$ cat config.mk
export PLATFORM = sky130hd
export DESIGN_NAME = lcig_top
export DESIGN_NICKNAME = d
export VERILOG_FILES = /design/src/hw/lcig_pkg.sv /design/src/hw/lcig_gate.sv /design/src/hw/lcig_top.sv
export SDC_FILE = /design/constraint.sdc
export NUM_CORES = 1
export LEC_CHECK = 0
export ABC_CLOCK_PERIOD_IN_PS = 2750
export BUFFER_PORTS_ARGS = -buffer_cell sky130_fd_sc_hd__buf_2
export CORE_MARGIN = 1.5
export CORE_UTILIZATION = 38
export CTS_BUF_LIST = sky130_fd_sc_hd__clkbuf_8
export DETAILED_ROUTE_END_ITERATION = 8
export MAX_ROUTING_LAYER = met4
export SETUP_SLACK_MARGIN = 0.1
export SLEW_MARGIN = 0
export SYNTH_ARGS = -nofsm -noshare
export SYNTH_HDL_FRONTEND = slang
export SYNTH_SLANG_ARGS = --single-unit
export TNS_END_PERCENT = 30
$ cat constraint.sdc
create_clock -name clk_sys_i -period 2.75 [get_ports clk_sys_i]
set_input_delay 0.4125 -clock clk_sys_i [delete_from_list [all_inputs] [get_ports clk_sys_i]]
set_output_delay 0.4125 -clock clk_sys_i [all_outputs]
set_load 0.005 [all_outputs]
$ cat src/hw/lcig_pkg.sv
// Package for the logic cell input gating block: register map and fields.
// Assumes an AXI4-Lite master with 32-bit data; registers are byte wide.
package lcig_pkg;
  localparam int ADDR_W = 8;
  localparam int SRC_SEL_W = 6;
  localparam int NUM_CHAN = 4;
  localparam int GATE_EN_W = 8;
  localparam int NUM_SRC = 64;

  // Byte addresses of the register words
  localparam logic [7:0] OFF_DATA1_SEL = 8'h00;
  localparam logic [7:0] OFF_DATA2_SEL = 8'h04;
  localparam logic [7:0] OFF_DATA3_SEL = 8'h08;
  localparam logic [7:0] OFF_DATA4_SEL = 8'h0c;
  localparam logic [7:0] OFF_GATE1_EN = 8'h10;
  localparam logic [7:0] OFF_GATE2_EN = 8'h14;
  localparam logic [7:0] OFF_CELL_CTL = 8'h18;
  localparam logic [7:0] OFF_POLARITY = 8'h1c;
  localparam logic [7:0] OFF_STATUS = 8'h20;

  // Cell control: enable at bit 7; bits 4..0 stored, 6..5 read zero
  localparam int CTL_EN_BIT = 7;
  localparam logic [7:0] CTL_MASK = 8'h9f;
  localparam logic [7:0] CTL_RESET = 8'h00;
  // Polarity register: gate1_invert at bit 0, gate2_invert at bit 1
  localparam int POL_G1_BIT = 0;
  localparam int POL_G2_BIT = 1;

  localparam logic [1:0] RESP_OKAY = 2'h0;
  localparam logic [1:0] RESP_SLVERR = 2'h2;
endpackage : lcig_pkg

$ cat src/hw/lcig_gate.sv
// One data gate: ORs the enabled true and negated channel forms.
// Assumes the enable byte is ordered chan4 true at bit 7 down to
// chan1 negated at bit 0.
`timescale 1ns/1ps
module lcig_gate #(
  parameter int NUM_CHAN = 4
) (
  // Channel values and per-form enables
  input wire logic [NUM_CHAN-1:0] chan_true_i,
  input wire logic [2*NUM_CHAN-1:0] gate_en_i,
  // Combined gate level, before polarity
  output logic gate_o
);
  logic [2*NUM_CHAN-1:0] forms;

  genvar k;
  generate
    for (k = 0; k < NUM_CHAN; k++) begin : g_form
      // Odd bit is the true form, even bit the negated one
      assign forms[2*k+1] = chan_true_i[k] & gate_en_i[2*k+1]; // [RULE_04]
      assign forms[2*k] = ~chan_true_i[k] & gate_en_i[2*k]; // [RULE_08]
    end
  endgenerate

  // No enabled form leaves the gate at zero
  assign gate_o = |forms; // [RULE_05] [RULE_11]
endmodule : lcig_gate

$ cat src/hw/lcig_top.sv
// Input selection and gating for a configurable logic cell, AXI4-Lite.
// Assumes source signals are synchronous to clk_sys_i.
// Operation
// (RULE_01) Four selectors, six bits each, pick the source for channels 1-4.
// (RULE_02) Selector bits 7 and 6 ignore writes and read as zero.
// (RULE_03) Selectors and gate enables start undefined, kept through reset.
// (RULE_04) Gate 1 enables run chan4 true at bit 7 to chan1 negated at 0.
// (RULE_05) A set enable gates its form in; a clear one has no influence.
// (RULE_06) Gate 2 enables use the same mapping and feed gate two.
// (RULE_07) Gate 2 bit 0 gates channel 1 negated into gate two.
// (RULE_08) Each channel offers true and negated forms, all enables read/write.
// (RULE_09) Reset clears only cell control; selection and gating stay.
// (RULE_10) Each gate output passes straight or inverted by its polarity bit.
// (RULE_11) Gates OR their enabled forms, zero if none, before polarity.
`timescale 1ns/1ps
module lcig_top #(
  parameter int NUM_SRC = lcig_pkg::NUM_SRC
) (
  // Clock and reset
  input wire logic clk_sys_i,
  input wire logic rst_i,
  // Source signals for the selectors
  input wire logic [NUM_SRC-1:0] src_i,
  // AXI4-Lite write address and data
  input wire logic [lcig_pkg::ADDR_W-1:0] s_axi_awaddr_i,
  input wire logic s_axi_awvalid_i,
  output logic s_axi_awready_o,
  input wire logic [31:0] s_axi_wdata_i,
  input wire logic [3:0] s_axi_wstrb_i,
  input wire logic s_axi_wvalid_i,
  output logic s_axi_wready_o,
  // AXI4-Lite write response
  output logic [1:0] s_axi_bresp_o,
  output logic s_axi_bvalid_o,
  input wire logic s_axi_bready_i,
  // AXI4-Lite read
  input wire logic [lcig_pkg::ADDR_W-1:0] s_axi_araddr_i,
  input wire logic s_axi_arvalid_i,
  output logic s_axi_arready_o,
  output logic [31:0] s_axi_rdata_o,
  output logic [1:0] s_axi_rresp_o,
  output logic s_axi_rvalid_o,
  input wire logic s_axi_rready_i,
  // Gate outputs towards the logic function
  output logic gate_one_out_o,
  output logic gate_two_out_o
);
  localparam int SW = lcig_pkg::SRC_SEL_W;
  localparam int NC = lcig_pkg::NUM_CHAN;
  localparam int GW = lcig_pkg::GATE_EN_W;

  // Configuration; only ctl_reg has a reset, the rest keeps its value across rst_i
  logic [SW-1:0] sel_reg [NC];
  logic [GW-1:0] gate1_en_reg;
  logic [GW-1:0] gate2_en_reg;
  logic [1:0] pol_reg;
  logic [7:0] ctl_reg;
  logic [7:0] ctl_next;

  // Bus state and registered gate levels
  logic aw_full_reg;
  logic aw_full_next;
  logic w_full_reg;
  logic w_full_next;
  logic [lcig_pkg::ADDR_W-1:0] wr_addr_reg;
  logic [lcig_pkg::ADDR_W-1:0] rd_addr_reg;
  logic [7:0] wr_byte_reg;
  logic wr_strb_reg;
  logic awready_reg;
  logic wready_reg;
  logic bvalid_reg;
  logic bvalid_next;
  logic [1:0] bresp_reg;
  logic arready_reg;
  logic rvalid_reg;
  logic rvalid_next;
  logic [31:0] rdata_reg;
  logic [1:0] rresp_reg;
  logic gate1_reg;
  logic gate2_reg;

  // Decode
  wire aw_take = s_axi_awvalid_i & awready_reg;
  wire w_take = s_axi_wvalid_i & wready_reg;
  wire ar_take = s_axi_arvalid_i & arready_reg;
  wire do_write = aw_full_reg & w_full_reg & ~bvalid_reg;
  // A write caught by reset is dropped so the settings survive the reset
  wire wr_en = do_write & wr_strb_reg & ~rst_i;
  wire wr_sel0 = wr_addr_reg == lcig_pkg::OFF_DATA1_SEL;
  wire wr_sel1 = wr_addr_reg == lcig_pkg::OFF_DATA2_SEL;
  wire wr_sel2 = wr_addr_reg == lcig_pkg::OFF_DATA3_SEL;
  wire wr_sel3 = wr_addr_reg == lcig_pkg::OFF_DATA4_SEL;
  wire wr_g1 = wr_addr_reg == lcig_pkg::OFF_GATE1_EN;
  wire wr_g2 = wr_addr_reg == lcig_pkg::OFF_GATE2_EN;
  wire wr_ctl = wr_addr_reg == lcig_pkg::OFF_CELL_CTL;
  wire wr_pol = wr_addr_reg == lcig_pkg::OFF_POLARITY;
  wire wr_sta = wr_addr_reg == lcig_pkg::OFF_STATUS;
  wire wr_hit = wr_sel0 | wr_sel1 | wr_sel2 | wr_sel3 | wr_g1 | wr_g2 |
                wr_ctl | wr_pol | wr_sta;
  wire [NC-1:0] wr_sel_vec = {wr_sel3, wr_sel2, wr_sel1, wr_sel0};

  wire [7:0] ar = s_axi_araddr_i;
  wire rd_hit = (ar <= lcig_pkg::OFF_STATUS) && (ar[1:0] == 2'h0);
  logic [7:0] rd_byte;

  // Channel selection and gating
  logic [NC-1:0] chan_true;
  wire cell_en = ctl_reg[lcig_pkg::CTL_EN_BIT];
  wire g1_raw;
  wire g2_raw;
  wire g1_pol = g1_raw ^ pol_reg[lcig_pkg::POL_G1_BIT]; // [RULE_10]
  wire g2_pol = g2_raw ^ pol_reg[lcig_pkg::POL_G2_BIT]; // [RULE_10]

  genvar c;
  generate
    for (c = 0; c < NC; c++) begin : g_chan
      assign chan_true[c] = src_i[sel_reg[c]]; // [RULE_01]
      // Only the low six bits exist; bits 7..6 are dropped
      always_ff @(posedge clk_sys_i) begin
        if (wr_en && wr_sel_vec[c]) begin
          sel_reg[c] <= wr_byte_reg[SW-1:0]; // [RULE_01] [RULE_02] [RULE_03]
        end
      end
    end
  endgenerate

  lcig_gate #(.NUM_CHAN(NC)) u_gate1 (
    .chan_true_i(chan_true),
    .gate_en_i(gate1_en_reg),
    .gate_o(g1_raw)
  );

  lcig_gate #(.NUM_CHAN(NC)) u_gate2 (
    .chan_true_i(chan_true),
    .gate_en_i(gate2_en_reg),
    .gate_o(g2_raw)
  );

  // Gate enables and polarity; rst_i deliberately leaves them alone
  always_ff @(posedge clk_sys_i) begin
    if (wr_en && wr_g1) begin
      gate1_en_reg <= wr_byte_reg; // [RULE_03] [RULE_04] [RULE_08]
    end
    if (wr_en && wr_g2) begin
      gate2_en_reg <= wr_byte_reg; // [RULE_06] [RULE_07] [RULE_08]
    end
    if (wr_en && wr_pol) begin
      pol_reg <= wr_byte_reg[1:0];
    end
  end

  assign ctl_next = (wr_en && wr_ctl) ? (wr_byte_reg & lcig_pkg::CTL_MASK)
                                      : ctl_reg;

  // Disabled cell holds both gates low so outputs are defined after reset
  always_ff @(posedge clk_sys_i) begin
    if (rst_i) begin
      ctl_reg <= lcig_pkg::CTL_RESET; // [RULE_09]
      gate1_reg <= 1'b0;
      gate2_reg <= 1'b0;
    end else begin
      ctl_reg <= ctl_next;
      gate1_reg <= cell_en & g1_pol; // [RULE_05]
      gate2_reg <= cell_en & g2_pol; // [RULE_05]
    end
  end

  // Write channel bookkeeping and read valid
  assign aw_full_next = (aw_full_reg | aw_take) & ~do_write;
  assign w_full_next = (w_full_reg | w_take) & ~do_write;
  assign bvalid_next = do_write | (bvalid_reg & ~s_axi_bready_i);
  assign rvalid_next = ar_take | (rvalid_reg & ~s_axi_rready_i);

  always_ff @(posedge clk_sys_i) begin
    if (rst_i) begin
      aw_full_reg <= 1'b0;
      w_full_reg <= 1'b0;
      awready_reg <= 1'b0;
      wready_reg <= 1'b0;
      bvalid_reg <= 1'b0;
      bresp_reg <= lcig_pkg::RESP_OKAY;
      wr_addr_reg <= '0;
      wr_byte_reg <= 8'h00;
      wr_strb_reg <= 1'b0;
    end else begin
      aw_full_reg <= aw_full_next;
      w_full_reg <= w_full_next;
      awready_reg <= ~aw_full_next & ~bvalid_next;
      wready_reg <= ~w_full_next & ~bvalid_next;
      bvalid_reg <= bvalid_next;
      if (do_write) begin
        bresp_reg <= wr_hit ? lcig_pkg::RESP_OKAY : lcig_pkg::RESP_SLVERR;
      end
      if (aw_take) begin
        wr_addr_reg <= s_axi_awaddr_i;
      end
      if (w_take) begin
        wr_byte_reg <= s_axi_wdata_i[7:0];
        wr_strb_reg <= s_axi_wstrb_i[0];
      end
    end
  end

  // Read mux; unused bits read zero
  always_comb begin
    rd_byte = 8'h00;
    case (ar)
      lcig_pkg::OFF_DATA1_SEL: rd_byte = {2'h0, sel_reg[0]}; // [RULE_02]
      lcig_pkg::OFF_DATA2_SEL: rd_byte = {2'h0, sel_reg[1]}; // [RULE_02]
      lcig_pkg::OFF_DATA3_SEL: rd_byte = {2'h0, sel_reg[2]}; // [RULE_02]
      lcig_pkg::OFF_DATA4_SEL: rd_byte = {2'h0, sel_reg[3]}; // [RULE_02]
      lcig_pkg::OFF_GATE1_EN: rd_byte = gate1_en_reg; // [RULE_08]
      lcig_pkg::OFF_GATE2_EN: rd_byte = gate2_en_reg; // [RULE_08]
      lcig_pkg::OFF_CELL_CTL: rd_byte = ctl_reg;
      lcig_pkg::OFF_POLARITY: rd_byte = {6'h00, pol_reg};
      lcig_pkg::OFF_STATUS: rd_byte = {6'h00, gate2_reg, gate1_reg};
      default: rd_byte = 8'h00;
    endcase
  end

  always_ff @(posedge clk_sys_i) begin
    if (rst_i) begin
      arready_reg <= 1'b0;
      rvalid_reg <= 1'b0;
      rdata_reg <= 32'h0000_0000;
      rresp_reg <= lcig_pkg::RESP_OKAY;
      rd_addr_reg <= '0;
    end else begin
      arready_reg <= ~rvalid_next;
      rvalid_reg <= rvalid_next;
      if (ar_take) begin
        rdata_reg <= {24'h00_0000, rd_byte};
        rresp_reg <= rd_hit ? lcig_pkg::RESP_OKAY : lcig_pkg::RESP_SLVERR;
        rd_addr_reg <= ar;
      end
    end
  end

  assign s_axi_awready_o = awready_reg;
  assign s_axi_wready_o = wready_reg;
  assign s_axi_bvalid_o = bvalid_reg;
  assign s_axi_bresp_o = bresp_reg;
  assign s_axi_arready_o = arready_reg;
  assign s_axi_rvalid_o = rvalid_reg;
  assign s_axi_rdata_o = rdata_reg;
  assign s_axi_rresp_o = rresp_reg;
  assign gate_one_out_o = gate1_reg;
  assign gate_two_out_o = gate2_reg;

  a_sel_top_zero: assert property ( // [RULE_02]
    @(posedge clk_sys_i) disable iff (rst_i)
    (rvalid_reg && rd_addr_reg <= lcig_pkg::OFF_DATA4_SEL)
      |-> rdata_reg[7:6] == 2'h0)
    else $error("selector read shows upper bits set");

  a_sel_write_lands: assert property ( // [RULE_01]
    @(posedge clk_sys_i) disable iff (rst_i)
    (wr_en && wr_sel0) |=> sel_reg[0] == $past(wr_byte_reg[5:0]))
    else $error("selector write not stored");

  a_sel4_write_lands: assert property ( // [RULE_01] [RULE_02]
    @(posedge clk_sys_i) disable iff (rst_i)
    (wr_en && wr_sel3) |=> sel_reg[3] == $past(wr_byte_reg[5:0]))
    else $error("channel four selector write not stored");

  a_cfg_kept_reset: assert property ( // [RULE_03]
    @(posedge clk_sys_i)
    rst_i |=> (gate1_en_reg === $past(gate1_en_reg))
      && (sel_reg[3] === $past(sel_reg[3])))
    else $error("configuration changed by reset");

  a_ctl_reset_clear: assert property ( // [RULE_09]
    @(posedge clk_sys_i)
    rst_i |=> ctl_reg == lcig_pkg::CTL_RESET)
    else $error("cell control not cleared by reset");

  a_cell_off_low: assert property ( // [RULE_09]
    @(posedge clk_sys_i) disable iff (rst_i)
    !cell_en |=> !gate_one_out_o && !gate_two_out_o)
    else $error("disabled cell drives a gate high");

  a_ctl_top_zero: assert property (
    @(posedge clk_sys_i) disable iff (rst_i)
    ctl_reg[6:5] == 2'h0)
    else $error("cell control unused bits not zero");

  a_g1_chan1_true: assert property ( // [RULE_04]
    @(posedge clk_sys_i) disable iff (rst_i)
    (cell_en && gate1_en_reg == 8'h02 && !pol_reg[0])
      |=> gate_one_out_o == $past(src_i[sel_reg[0]]))
    else $error("gate one does not follow channel one");

  a_g1_chan1_neg: assert property ( // [RULE_08]
    @(posedge clk_sys_i) disable iff (rst_i)
    (cell_en && gate1_en_reg == 8'h01 && !pol_reg[0])
      |=> gate_one_out_o == !$past(src_i[sel_reg[0]]))
    else $error("gate one does not follow negated channel one");

  a_g2_chan4_true: assert property ( // [RULE_06]
    @(posedge clk_sys_i) disable iff (rst_i)
    (cell_en && gate2_en_reg == 8'h80 && !pol_reg[1])
      |=> gate_two_out_o == $past(src_i[sel_reg[3]]))
    else $error("gate two does not follow channel four");

  a_g2_chan1_neg: assert property ( // [RULE_07]
    @(posedge clk_sys_i) disable iff (rst_i)
    (cell_en && gate2_en_reg[0] && !chan_true[0] && !pol_reg[1])
      |=> gate_two_out_o)
    else $error("negated channel one not gated into gate two");

  a_gate_none_low: assert property ( // [RULE_11]
    @(posedge clk_sys_i) disable iff (rst_i)
    (gate1_en_reg == 8'h00 && !pol_reg[0]) |=> !gate_one_out_o)
    else $error("gate one high with no form enabled");

  a_g2_none_low: assert property ( // [RULE_11]
    @(posedge clk_sys_i) disable iff (rst_i)
    (gate2_en_reg == 8'h00 && !pol_reg[1]) |=> !gate_two_out_o)
    else $error("gate two high with no form enabled");

  a_gate_polarity: assert property ( // [RULE_10] [RULE_05]
    @(posedge clk_sys_i) disable iff (rst_i)
    (cell_en && gate1_en_reg == 8'h00 && pol_reg[0])
      ##1 (cell_en && pol_reg[0]) |-> gate_one_out_o)
    else $error("inverted empty gate not high");

  a_g2_polarity: assert property ( // [RULE_10]
    @(posedge clk_sys_i) disable iff (rst_i)
    (cell_en && gate2_en_reg == 8'h00 && pol_reg[1])
      |=> gate_two_out_o)
    else $error("inverted empty gate two not high");

  a_write_answer: assert property ( // [RULE_08]
    @(posedge clk_sys_i) disable iff (rst_i)
    do_write |=> s_axi_bvalid_o && !s_axi_awready_o)
    else $error("write not answered next cycle");

  a_write_slverr: assert property (
    @(posedge clk_sys_i) disable iff (rst_i)
    (do_write && !wr_hit) |=> s_axi_bresp_o == lcig_pkg::RESP_SLVERR)
    else $error("unmapped write not answered with an error");

  a_read_answer: assert property (
    @(posedge clk_sys_i) disable iff (rst_i)
    ar_take |=> s_axi_rvalid_o && !s_axi_arready_o)
    else $error("read not answered next cycle");
endmodule : lcig_top

==> results of run 1 <==
-- power by group through the flow --
stage	Clock, W	Combinational [W]	Sequential (W)
3_3_place_gp	0	0.000301	0.00138
6_report	0.000920	0.000319	0.00135
5_1_grt	0.000992	0.000348	0.00136
4_1_cts	0.000949	0.000316	0.00135
3_5_place_dp	0	0.000312	0.00138
2_1_floorplan	0	0.000185	0.00138
-- layer usage --
metal	global-route usage	up-vias	part of all wire
met5	-	-	0
met4	0.114	0	0.044
met3	0.0331	44	0.063
met2	0.366	240	0.48
met1	0.272	2525	0.41
li1	-	2384	-
-- metrics by stage --
stage | setup slack [ns] | total power (W)
final | 0.0352 | 0.00259
after global routing | -0.0910 | 0.00270
after CTS | 0.0329 | 0.00262
after detailed placement | 0.000364 | 0.00170
after global placement | 0.0117 | 0.00168
after floorplan | 0.196 | 0.00156
-- cell type report --
type	count	area (um^2)
clock buffer	10	138
fill	1429	7950
multi-input combinational	422	3530
timing repair buffer	169	1090
sequential	84	2100
inverter	7	26.3
clock inverter	6	75.1
tap	188	235
-- worst max-delay path by stage --
stage                           endpoint  slack [ns]  depth (start not counted)
after floorplan           gate_two_out_o        0.20                         10
after global placement    gate_one_out_o        0.01                          9
after detailed placement  gate_one_out_o      0.0004                          9
after CTS                 gate_two_out_o        0.03                          9
after global routing      gate_one_out_o       -0.09                         10
final                     gate_two_out_o        0.04                         11
-- critical path: stages, from the launching register on --
cell and delay (ns):
edfxtp_1 0.44, buf_12 0.18, buf_4 0.14, mux2_1 0.30
o22ai_1 0.15, nor4b_1 0.08, nor4_2 0.38, buf_4 0.19
mux2_2 0.33, a22oi_2 0.15, nand4_1 0.14, a21oi_2 0.16
-- layout by cell type (no fill, tap or decap), types with 3 or more instances in the layout --
cell      instances
nand4_1           3
conb_1           26
mux4_2           47
edfxtp_1         42
nand2b_1         15
a22o_1            5
mux2_2            4
nor3b_1           4
and3_1            3
nor4b_1           3
nor2_1           42
mux4_1            4
and3b_1           3
a222oi_1          6
buf_12            8
nand3b_1          6
mux2_1           10
nor4_1            4
inv_1            10
buf_4            48
clkbuf_8         10
a22oi_1          23
nor4_2            3
mux2i_1          36
nor2b_1          10
nand3_1          11
a21oi_1          21
nand2_1          65
o22ai_1           5
o21ai_0           6
dfxtp_1          42
nor3_1           15
buf_2           112
-- timing repair --
| item | in CTS | in global routing |
|---|---|---|
| gates resized for setup | 10 | 6 |
| setup buffers | 2 | 5 |
| pin swaps | 2 | 4 |
| endpoints found under the setup margin | 2 | 2 |
| hold endpoints to repair | 0 | 0 |
-- kinds of logic after synthesis --
group / synth area share
AOI/OAI and AO/OA: 0.123
DFF: 0.358
and+or+nand+nor: 0.163
muxes: 0.290
other: 0.000639
buffers and inverters: 0.0654
==> results.json, run 1 <==
{
  "track_usage": 0.224,
  "vdd_drop_max_mv": 0.371,
  "synthArstFlopShare": 0,
  "hold_viol": 0,
  "fin_tns_setup_ns": 0,
  "synth.cell_area_mm2": 0.00587,
  "synth_edf_count": 42,
  "synth_cells": 546,
  "ys_seq_area_frac": 0.358,
  "dp_hpwl_um": 13400,
  "synth.distinct_cells": 61,
  "stdcell_area_mm2": 0.00720,
  "path_max_fanout": 9,
  "clk-insertion-delay-late_ns": 0.35,
  "synth_area_leaders": "edfxtp_1 (21%), mux4_2 (17%), dfxtp_1 (14%)",
  "outcome": "finished, final reports clean",
  "cts.hold.buffers_added": 0,
  "yosysMostFrequentCell": "nand2_1",
  "synth_common_cells": "nand2_1 (65), mux4_2 (44), nor2_1 (43)",
  "synth_top_area_share": 0.215,
  "postRouteWirelength_um": 17400,
  "diodes": 0,
  "tritoncts": "yes",
  "r2r_cells": 11,
  "hp-class": "input pin to flip-flop",
  "coreArea_mm2": 0.0151,
  "grt_max_degree": 41,
  "fin_util": 0.475,
  "clk_pin_slew_ns": 0.08,
  "io_buffers": 112,
  "start_util": 0.388,
  "switching_share": 0.223,
  "largest_register_ffs": 24,
  "routed_via_density": 5.86,
  "finalCritPeriodShare": 0.987,
  "power.leakage_nw": 2.81,
  "cts.path.max_buffers": 2,
  "ys.flop_type": "edfxtp_1",
  "grt_pass1_wl_um": 27300,
  "drt_iter0_drc": 382,
  "io_pins": 166,
  "cts.sinks": 84,
  "fin_skew_ns": 0.0151,
  "final_layout_size_suffix_gt1_frac": 0.354,
  "die_w_um": 127,
  "worstMarginPinSlew_ns": 0.669,
  "numCtsBuffers": 9,
  "max_cap_viol_count": 0,
  "grt.overflow.total": 0,
  "ant_nets": 0,
  "comb_power_share": 0.123,
  "vias": 5193,
  "hold_start": "s_axi_awaddr_i[6]",
  "gp_congestion": 0.903,
  "p_int_w": 0.00202,
  "switchingPower_w": 0.000578,
  "crit_path_start_kind": "flip-flop",
  "grt_pass1_vias": 5135,
  "p_seq_frac": 0.522,
  "max_freq_mhz": 368,
  "reg2reg_to": "gate_two_out_o",
  "ys_seq_elements": 84,
  "firstDrtPassIters": 7,
  "arrival_ns": 3.00,
  "avgSynthCellArea_um2": 10.8,
  "ys_warn_count": 0,
  "drc_errors": 0,
  "finalSetupViolations": 0,
  "yosys.area.top_type": "edfxtp_1",
  "period_needed_ns": 2.71,
  "critical_path.startpoint": "sel_reg[1][0]",
  "fin_hold_ws_ns": 0.293,
  "min_to": "wr_addr_reg[6]",
  "power.density_mw_per_mm2": 360,
  "die_h_um": 127,
  "area_growth_pct": 22.6,
  "relSlewSlack": 0.552,
  "path_class": "flip-flop to flip-flop",
  "rsz0062_at_grt": "true",
  "antenna_found_initial": 0,
  "rows": 45,
  "dieArea_mm2": 0.0162,
  "cts-root-buf": "clkbuf_8",
  "final_net_count": 816,
  "cp-end-kind": "flip-flop",
  "numPlacedInstances": 863,
  "place_area_mm2": 0.00688,
  "whs_path_depth": 3,
  "r2r_start": "sel_reg[1][0]",
  "r2r_slack_ns": 0.04,
  "slew_violations": 0,
  "p_clk_frac": 0.355,
  "wire_per_inst_um": 19.6,
  "layoutNonFillerInstCount": 886,
  "htree_num_levels": 3,
  "cp.required_ns": 3.03
}
Power figures use the tool's default switching activity.
==> inputs of run 2 (changes only) <==
--- a/config.mk
+++ b/config.mk
@@ -12,6 +12,7 @@
 export CTS_BUF_LIST = sky130_fd_sc_hd__clkbuf_8
 export DETAILED_ROUTE_END_ITERATION = 8
 export MAX_ROUTING_LAYER = met4
+export PLACE_DENSITY_LB_ADDON = 0.2
 export SETUP_SLACK_MARGIN = 0.1
 export SLEW_MARGIN = 0
 export SYNTH_ARGS = -nofsm -noshare
==> results.json, run 2 (same netlist as run 1, synthesis figures left out) <==
{
  "min_to": "wr_byte_reg[0]",
  "cp_cell_sequence": "buf_6, buf_16, mux4_2, o211ai_1, nand4_1, buf_6, buf_6, o21a_1, o21ai_2, o2111ai_2, o31ai_1, nor3b_2",
  "coreArea_mm2": 0.0151,
  "routed_via_density": 5.86,
  "die_w_um": 127,
  "grt_pass1_wl_um": 28000,
  "grt_max_degree": 41,
  "relSlewSlack": 0.559,
  "diodes": 0,
  "outcome": "finished, final reports clean",
  "reg2reg_to": "gate_one_out_o",
  "vias": 5213,
  "hold_start": "s_axi_wdata_i[0]",
  "io_pins": 166,
  "cts.sinks": 84,
  "crit_path_start_kind": "flip-flop",
  "area_growth_pct": 23.5,
  "tritoncts": "yes",
  "met1_length_um": 7600,
  "htree_num_levels": 3,
  "grt.overflow.total": 0,
  "grt_pass1_vias": 5002,
  "r2r_start": "sel_reg[3][0]",
  "path_max_fanout": 5,
  "fin_skew_ns": 0.0118,
  "worstMarginPinSlew_ns": 0.659,
  "r2r_slack_ns": 0.02,
  "final_layout_size_suffix_gt1_frac": 0.368,
  "firstDrtPassIters": 5,
  "hp-class": "input pin to flip-flop",
  "clk_pin_slew_ns": 0.09,
  "final_net_count": 819,
  "wl_met3_um": 1460,
  "r2r_cells": 12,
  "die_h_um": 127,
  "io_buffers": 112,
  "slew_violations": 0,
  "max_stage_delay_ns": 0.52,
  "stdcell_area_mm2": 0.00725,
  "cts-root-buf": "clkbuf_8",
  "drt_iter0_drc": 647,
  "final_cell_mix": "buf_2 (112), nand2_1 (65), buf_4 (49)",
  "cts.path.max_buffers": 2,
  "whs_path_depth": 3,
  "fin_hold_ws_ns": 0.299,
  "hold_viol": 0,
  "dieArea_mm2": 0.0162,
  "drc_errors": 0,
  "layout_commonest_cell": "buf_2",
  "start_util": 0.388,
  "fin_tns_setup_ns": 0,
  "dr_wl_met2_um": 8390,
  "arrival_ns": 3.01,
  "rsz0062_at_grt": "true",
  "finalSetupViolations": 0,
  "cp_common_cell": "buf_6",
  "path_class": "flip-flop to flip-flop",
  "postRouteWirelength_um": 18000,
  "gp_congestion": 0.937,
  "max_freq_mhz": 366,
  "cp.required_ns": 3.03,
  "max_cap_viol_count": 0,
  "track_usage": 0.230,
  "vdd_drop_max_mv": 0.413,
  "cts.hold.buffers_added": 0,
  "wire_per_inst_um": 20.2,
  "largest_register_ffs": 24,
  "routed.top_layer": "met4",
  "place_area_mm2": 0.00688,
  "rows": 45,
  "slowest_stage": "mux4_2",
  "numCtsBuffers": 9,
  "clk-insertion-delay-late_ns": 0.34,
  "ant_nets": 0,
  "dp_hpwl_um": 13700,
  "finalCritPeriodShare": 0.992,
  "period_needed_ns": 2.73,
  "cp-end-kind": "flip-flop",
  "power_w": 0.00254,
  "antenna_found_initial": 0,
  "power.density_mw_per_mm2": 350,
  "power.leakage_nw": 2.82
}
run 2: changes by cell type in the layout (fill, tap and decap cells not counted), sizes merged:
cell | previous run | this run
clkinv | 1 | 4
bufinv | 2 | 1
inv | 10 | 9
clkbuf | 10 | 9
buf | 169 | 172
run 2: worst max-delay path by stage:
stage / start / end / slack, ns / depth (start not counted)
detailed placement: sel_reg[3][0] / gate_two_out_o / -0.02 / 10
global placement: sel_reg[3][0] / gate_two_out_o / 0.0008 / 10
finish: sel_reg[3][0] / gate_one_out_o / 0.02 / 12
floorplan: sel_reg[1][0] / gate_two_out_o / 0.20 / 10
CTS: sel_reg[3][0] / gate_one_out_o / 0.06 / 12
global route: sel_reg[3][0] / gate_one_out_o / -0.10 / 12
run 2: area by class of cell:
class | count | area [um^2]
inverter | 7 | 26.3
fill | 1404 | 7890
tap | 188 | 235
clock inverter | 7 | 73.8
clock buffer | 9 | 124
multi-input combinational | 422 | 3570
timing repair buffer | 172 | 1120
sequential | 84 | 2100
run 2: critical path: cells and delay by family, from the launching register on:
kind                   cells  cell delay [ns]
and+or+nand+nor            2             0.32
buffers and inverters      4             0.52
muxes                      1             0.52
AOI/OAI and AO/OA          5             0.88
DFF                        1             0.42
run 2: metal layers:
layer / vias to the layer above / track usage
met5: - / -
met4: 0 / 0.0782
met3: 32 / 0.0381
met2: 270 / 0.358
met1: 2519 / 0.308
li1: 2392 / -
run 2: per-stage QoR:
step,utilization,setup WS [ns],std cells
global placement,0.454,0.000835,866
detailed placement,0.454,-0.0198,866
CTS,0.475,0.0630,888
floorplan,-,0.196,571
global route,0.479,-0.102,889
finish,0.479,0.0209,889
run 2: timing repair:
| action | CTS | global route |
|---|---|---|
| endpoints found under the setup margin | 2 | 2 |
| gates cloned | 1 | 0 |
| gates resized for setup | 18 | 8 |
| pin swaps | 5 | 4 |
| buffers inserted | 5 | 1 |
run 2: power breakdown:
| part | switching (W) | internal, W | total [W] |
|---|---|---|---|
| Sequential | 0.0000234 | 0.00133 | 0.00135 |
| Combinational | 0.000160 | 0.000160 | 0.000320 |
| Clock | 0.000441 | 0.000425 | 0.000866 |
| Total | 0.000624 | 0.00192 | 0.00254 |
==> inputs of run 3 (changes only) <==
--- a/config.mk
+++ b/config.mk
@@ -17,5 +17,6 @@
 export SLEW_MARGIN = 0
 export SYNTH_ARGS = -nofsm -noshare
 export SYNTH_HDL_FRONTEND = slang
+export SYNTH_HIERARCHICAL = 1
 export SYNTH_SLANG_ARGS = --single-unit
 export TNS_END_PERCENT = 30
==> results.json, run 3 <==
{
  "outcome": "finished, final reports clean",
  "tritoncts": "yes",
  "dieArea_mm2": 0.0161,
  "cp_cell_sequence": "buf_12, mux4_2, mux2_2, a21oi_1, o32ai_2, buf_4, mux2i_1, nand4_1, xnor2_1, nor2_1",
  "antenna_found_initial": 0,
  "finalSetupViolations": 0,
  "vias": 4618,
  "synth_common_cells": "nand2_1 (67), mux4_2 (48), dfxtp_1 (42), edfxtp_1 (42), mux2i_1 (34)",
  "synth_area_leaders": "edfxtp_1 (22%), mux4_2 (19%), dfxtp_1 (14%)",
  "firstDrtPassIters": 5,
  "synthArstFlopShare": 0,
  "grt.overflow.total": 0,
  "largest_register_ffs": 24,
  "numCtsBuffers": 9,
  "ys.flop_type": "edfxtp_1",
  "synth.cell_area_mm2": 0.00582,
  "layout_commonest_cell": "buf_2",
  "ys_warn_count": 6,
  "avgSynthCellArea_um2": 11.7,
  "layoutNonFillerInstCount": 802,
  "max_freq_mhz": 390,
  "path_max_fanout": 17,
  "drt_iter0_drc": 241,
  "slew_violations": 0,
  "final_cell_mix": "buf_2 (112), nand2_1 (67), mux4_2 (48)",
  "final_layout_size_suffix_gt1_frac": 0.337,
  "worstMarginPinSlew_ns": 0.714,
  "relSlewSlack": 0.523,
  "power.leakage_nw": 2.60,
  "arrival_ns": 2.81,
  "finalCritPeriodShare": 0.932,
  "gp_congestion": 0.913,
  "slowest_stage": "mux4_2",
  "area_growth_pct": 16.5,
  "whs_path_depth": 3,
  "vdd_drop_max_mv": 0.261,
  "clk_pin_slew_ns": 0.09,
  "diodes": 0,
  "wire_per_inst_um": 19.7,
  "synth_edf_count": 42,
  "cts.sinks": 84,
  "track_usage": 0.205,
  "postRouteWirelength_um": 15800,
  "grt_pass1_wl_um": 24900,
  "yosys.area.top_type": "edfxtp_1",
  "place_area_mm2": 0.00652,
  "synth_top_area_share": 0.217,
  "cp-end-kind": "flip-flop",
  "numPlacedInstances": 783,
  "rsz0062_at_grt": "true",
  "routed_via_density": 5.76,
  "stdcell_area_mm2": 0.00679,
  "ys_seq_elements": 84,
  "synth.distinct_cells": 47,
  "start_util": 0.386,
  "rows": 45,
  "cp.required_ns": 3.00,
  "ys_seq_area_frac": 0.361,
  "max_stage_delay_ns": 0.51,
  "clk-insertion-delay-late_ns": 0.35,
  "drc_errors": 0,
  "die_h_um": 127,
  "hold_viol": 0,
  "r2r_cells": 10,
  "cts-root-buf": "clkbuf_8",
  "synth_cells": 498,
  "grt_max_degree": 42,
  "cts.path.max_buffers": 2,
  "grt_pass1_vias": 4666,
  "power.density_mw_per_mm2": 393,
  "crit_path_start_kind": "flip-flop",
  "cts.hold.buffers_added": 0,
  "period_needed_ns": 2.56,
  "io_pins": 166,
  "coreArea_mm2": 0.0151,
  "path_class": "flip-flop to flip-flop",
  "final_net_count": 732,
  "max_cap_viol_count": 0,
  "fin_skew_ns": 0.0113,
  "htree_num_levels": 3,
  "io_buffers": 112,
  "dp_hpwl_um": 12100,
  "yosysMostFrequentCell": "nand2_1",
  "die_w_um": 127,
  "ant_nets": 0,
  "fin_tns_setup_ns": 0,
  "hp-class": "input pin to flip-flop"
}
## run 3: changes by cell type after synthesis, sizes merged, moves of 9 or more
cell   delta
buf       +9
mux2     -12
a22oi    -17
nor3     -10
nor2     -17
mux4     +18
## run 3: cell type report
| type | count | area, um^2 |
|---|---|---|
| Sequential cell | 84 | 2100 |
| Tap cell | 188 | 235 |
| Multi-Input combinational cell | 372 | 3390 |
| Inverter | 2 | 7.51 |
| Clock inverter | 5 | 75.1 |
| Timing Repair Buffer | 140 | 825 |
| Clock buffer | 11 | 151 |
| Fill cell | 1423 | 8300 |
## run 3: kinds of logic after synthesis
family	after synthesis	share of synthesized area
muxes	105	0.343
and+or+nand+nor	164	0.136
AOI/OAI and AO/OA	75	0.0812
other	1	0.000644
xor gates and xnor gates	2	0.00301
buffers and inverters	67	0.0754
DFF	84	0.361
## run 3: critical path, delay by kind of cell, from the launching register on
kind / cells / cell delay, ns
muxes: 3 / 0.95
AOI/OAI and AO/OA: 2 / 0.43
buffers and inverters: 2 / 0.35
xor gates and xnor gates: 1 / 0.17
and+or+nand+nor: 2 / 0.18
DFF: 1 / 0.38
## run 3: metal layers
layer / track usage / routed length [um]
met1: 0.267 / 6960
met2: 0.337 / 7750
met3: 0.0392 / 908
met4: 0.0448 / 193
met5: - / 0
## run 3: per-stage QoR
stage	hold WS [ns]	total power (W)	worst slack, ns	util
2_1_floorplan	0.417	0.00159	0.590	-
3_3_place_gp	0.439	0.00170	0.0113	0.432
5_1_grt	0.278	0.00278	0.0913	0.450
4_1_cts	0.276	0.00268	0.158	0.448
6_report	0.293	0.00267	0.187	0.450
3_5_place_dp	0.443	0.00171	-0.00207	0.432
## run 3: final timing paths
kind | from | to | slack [ns]
max | sel_reg[3][1] | gate_two_out_o | 0.19
min reg2reg | w_full_reg | s_axi_wready_o | 0.45
min | s_axi_wdata_i[3] | wr_byte_reg[3] | 0.29
max reg2reg | sel_reg[3][1] | gate_two_out_o | 0.19
## run 3: what timing repair did
| item | 4_1_cts | 5_1_grt |
|---|---|---|
| resized for setup | 1 | 5 |
| setup endpoints to repair | 2 | 2 |
| setup buffers | 1 | 2 |
## run 3: where the power goes
group          internal [W]  switching (W)
combinational      0.000166       0.000163
sequential          0.00133      0.0000239
clock              0.000557       0.000426
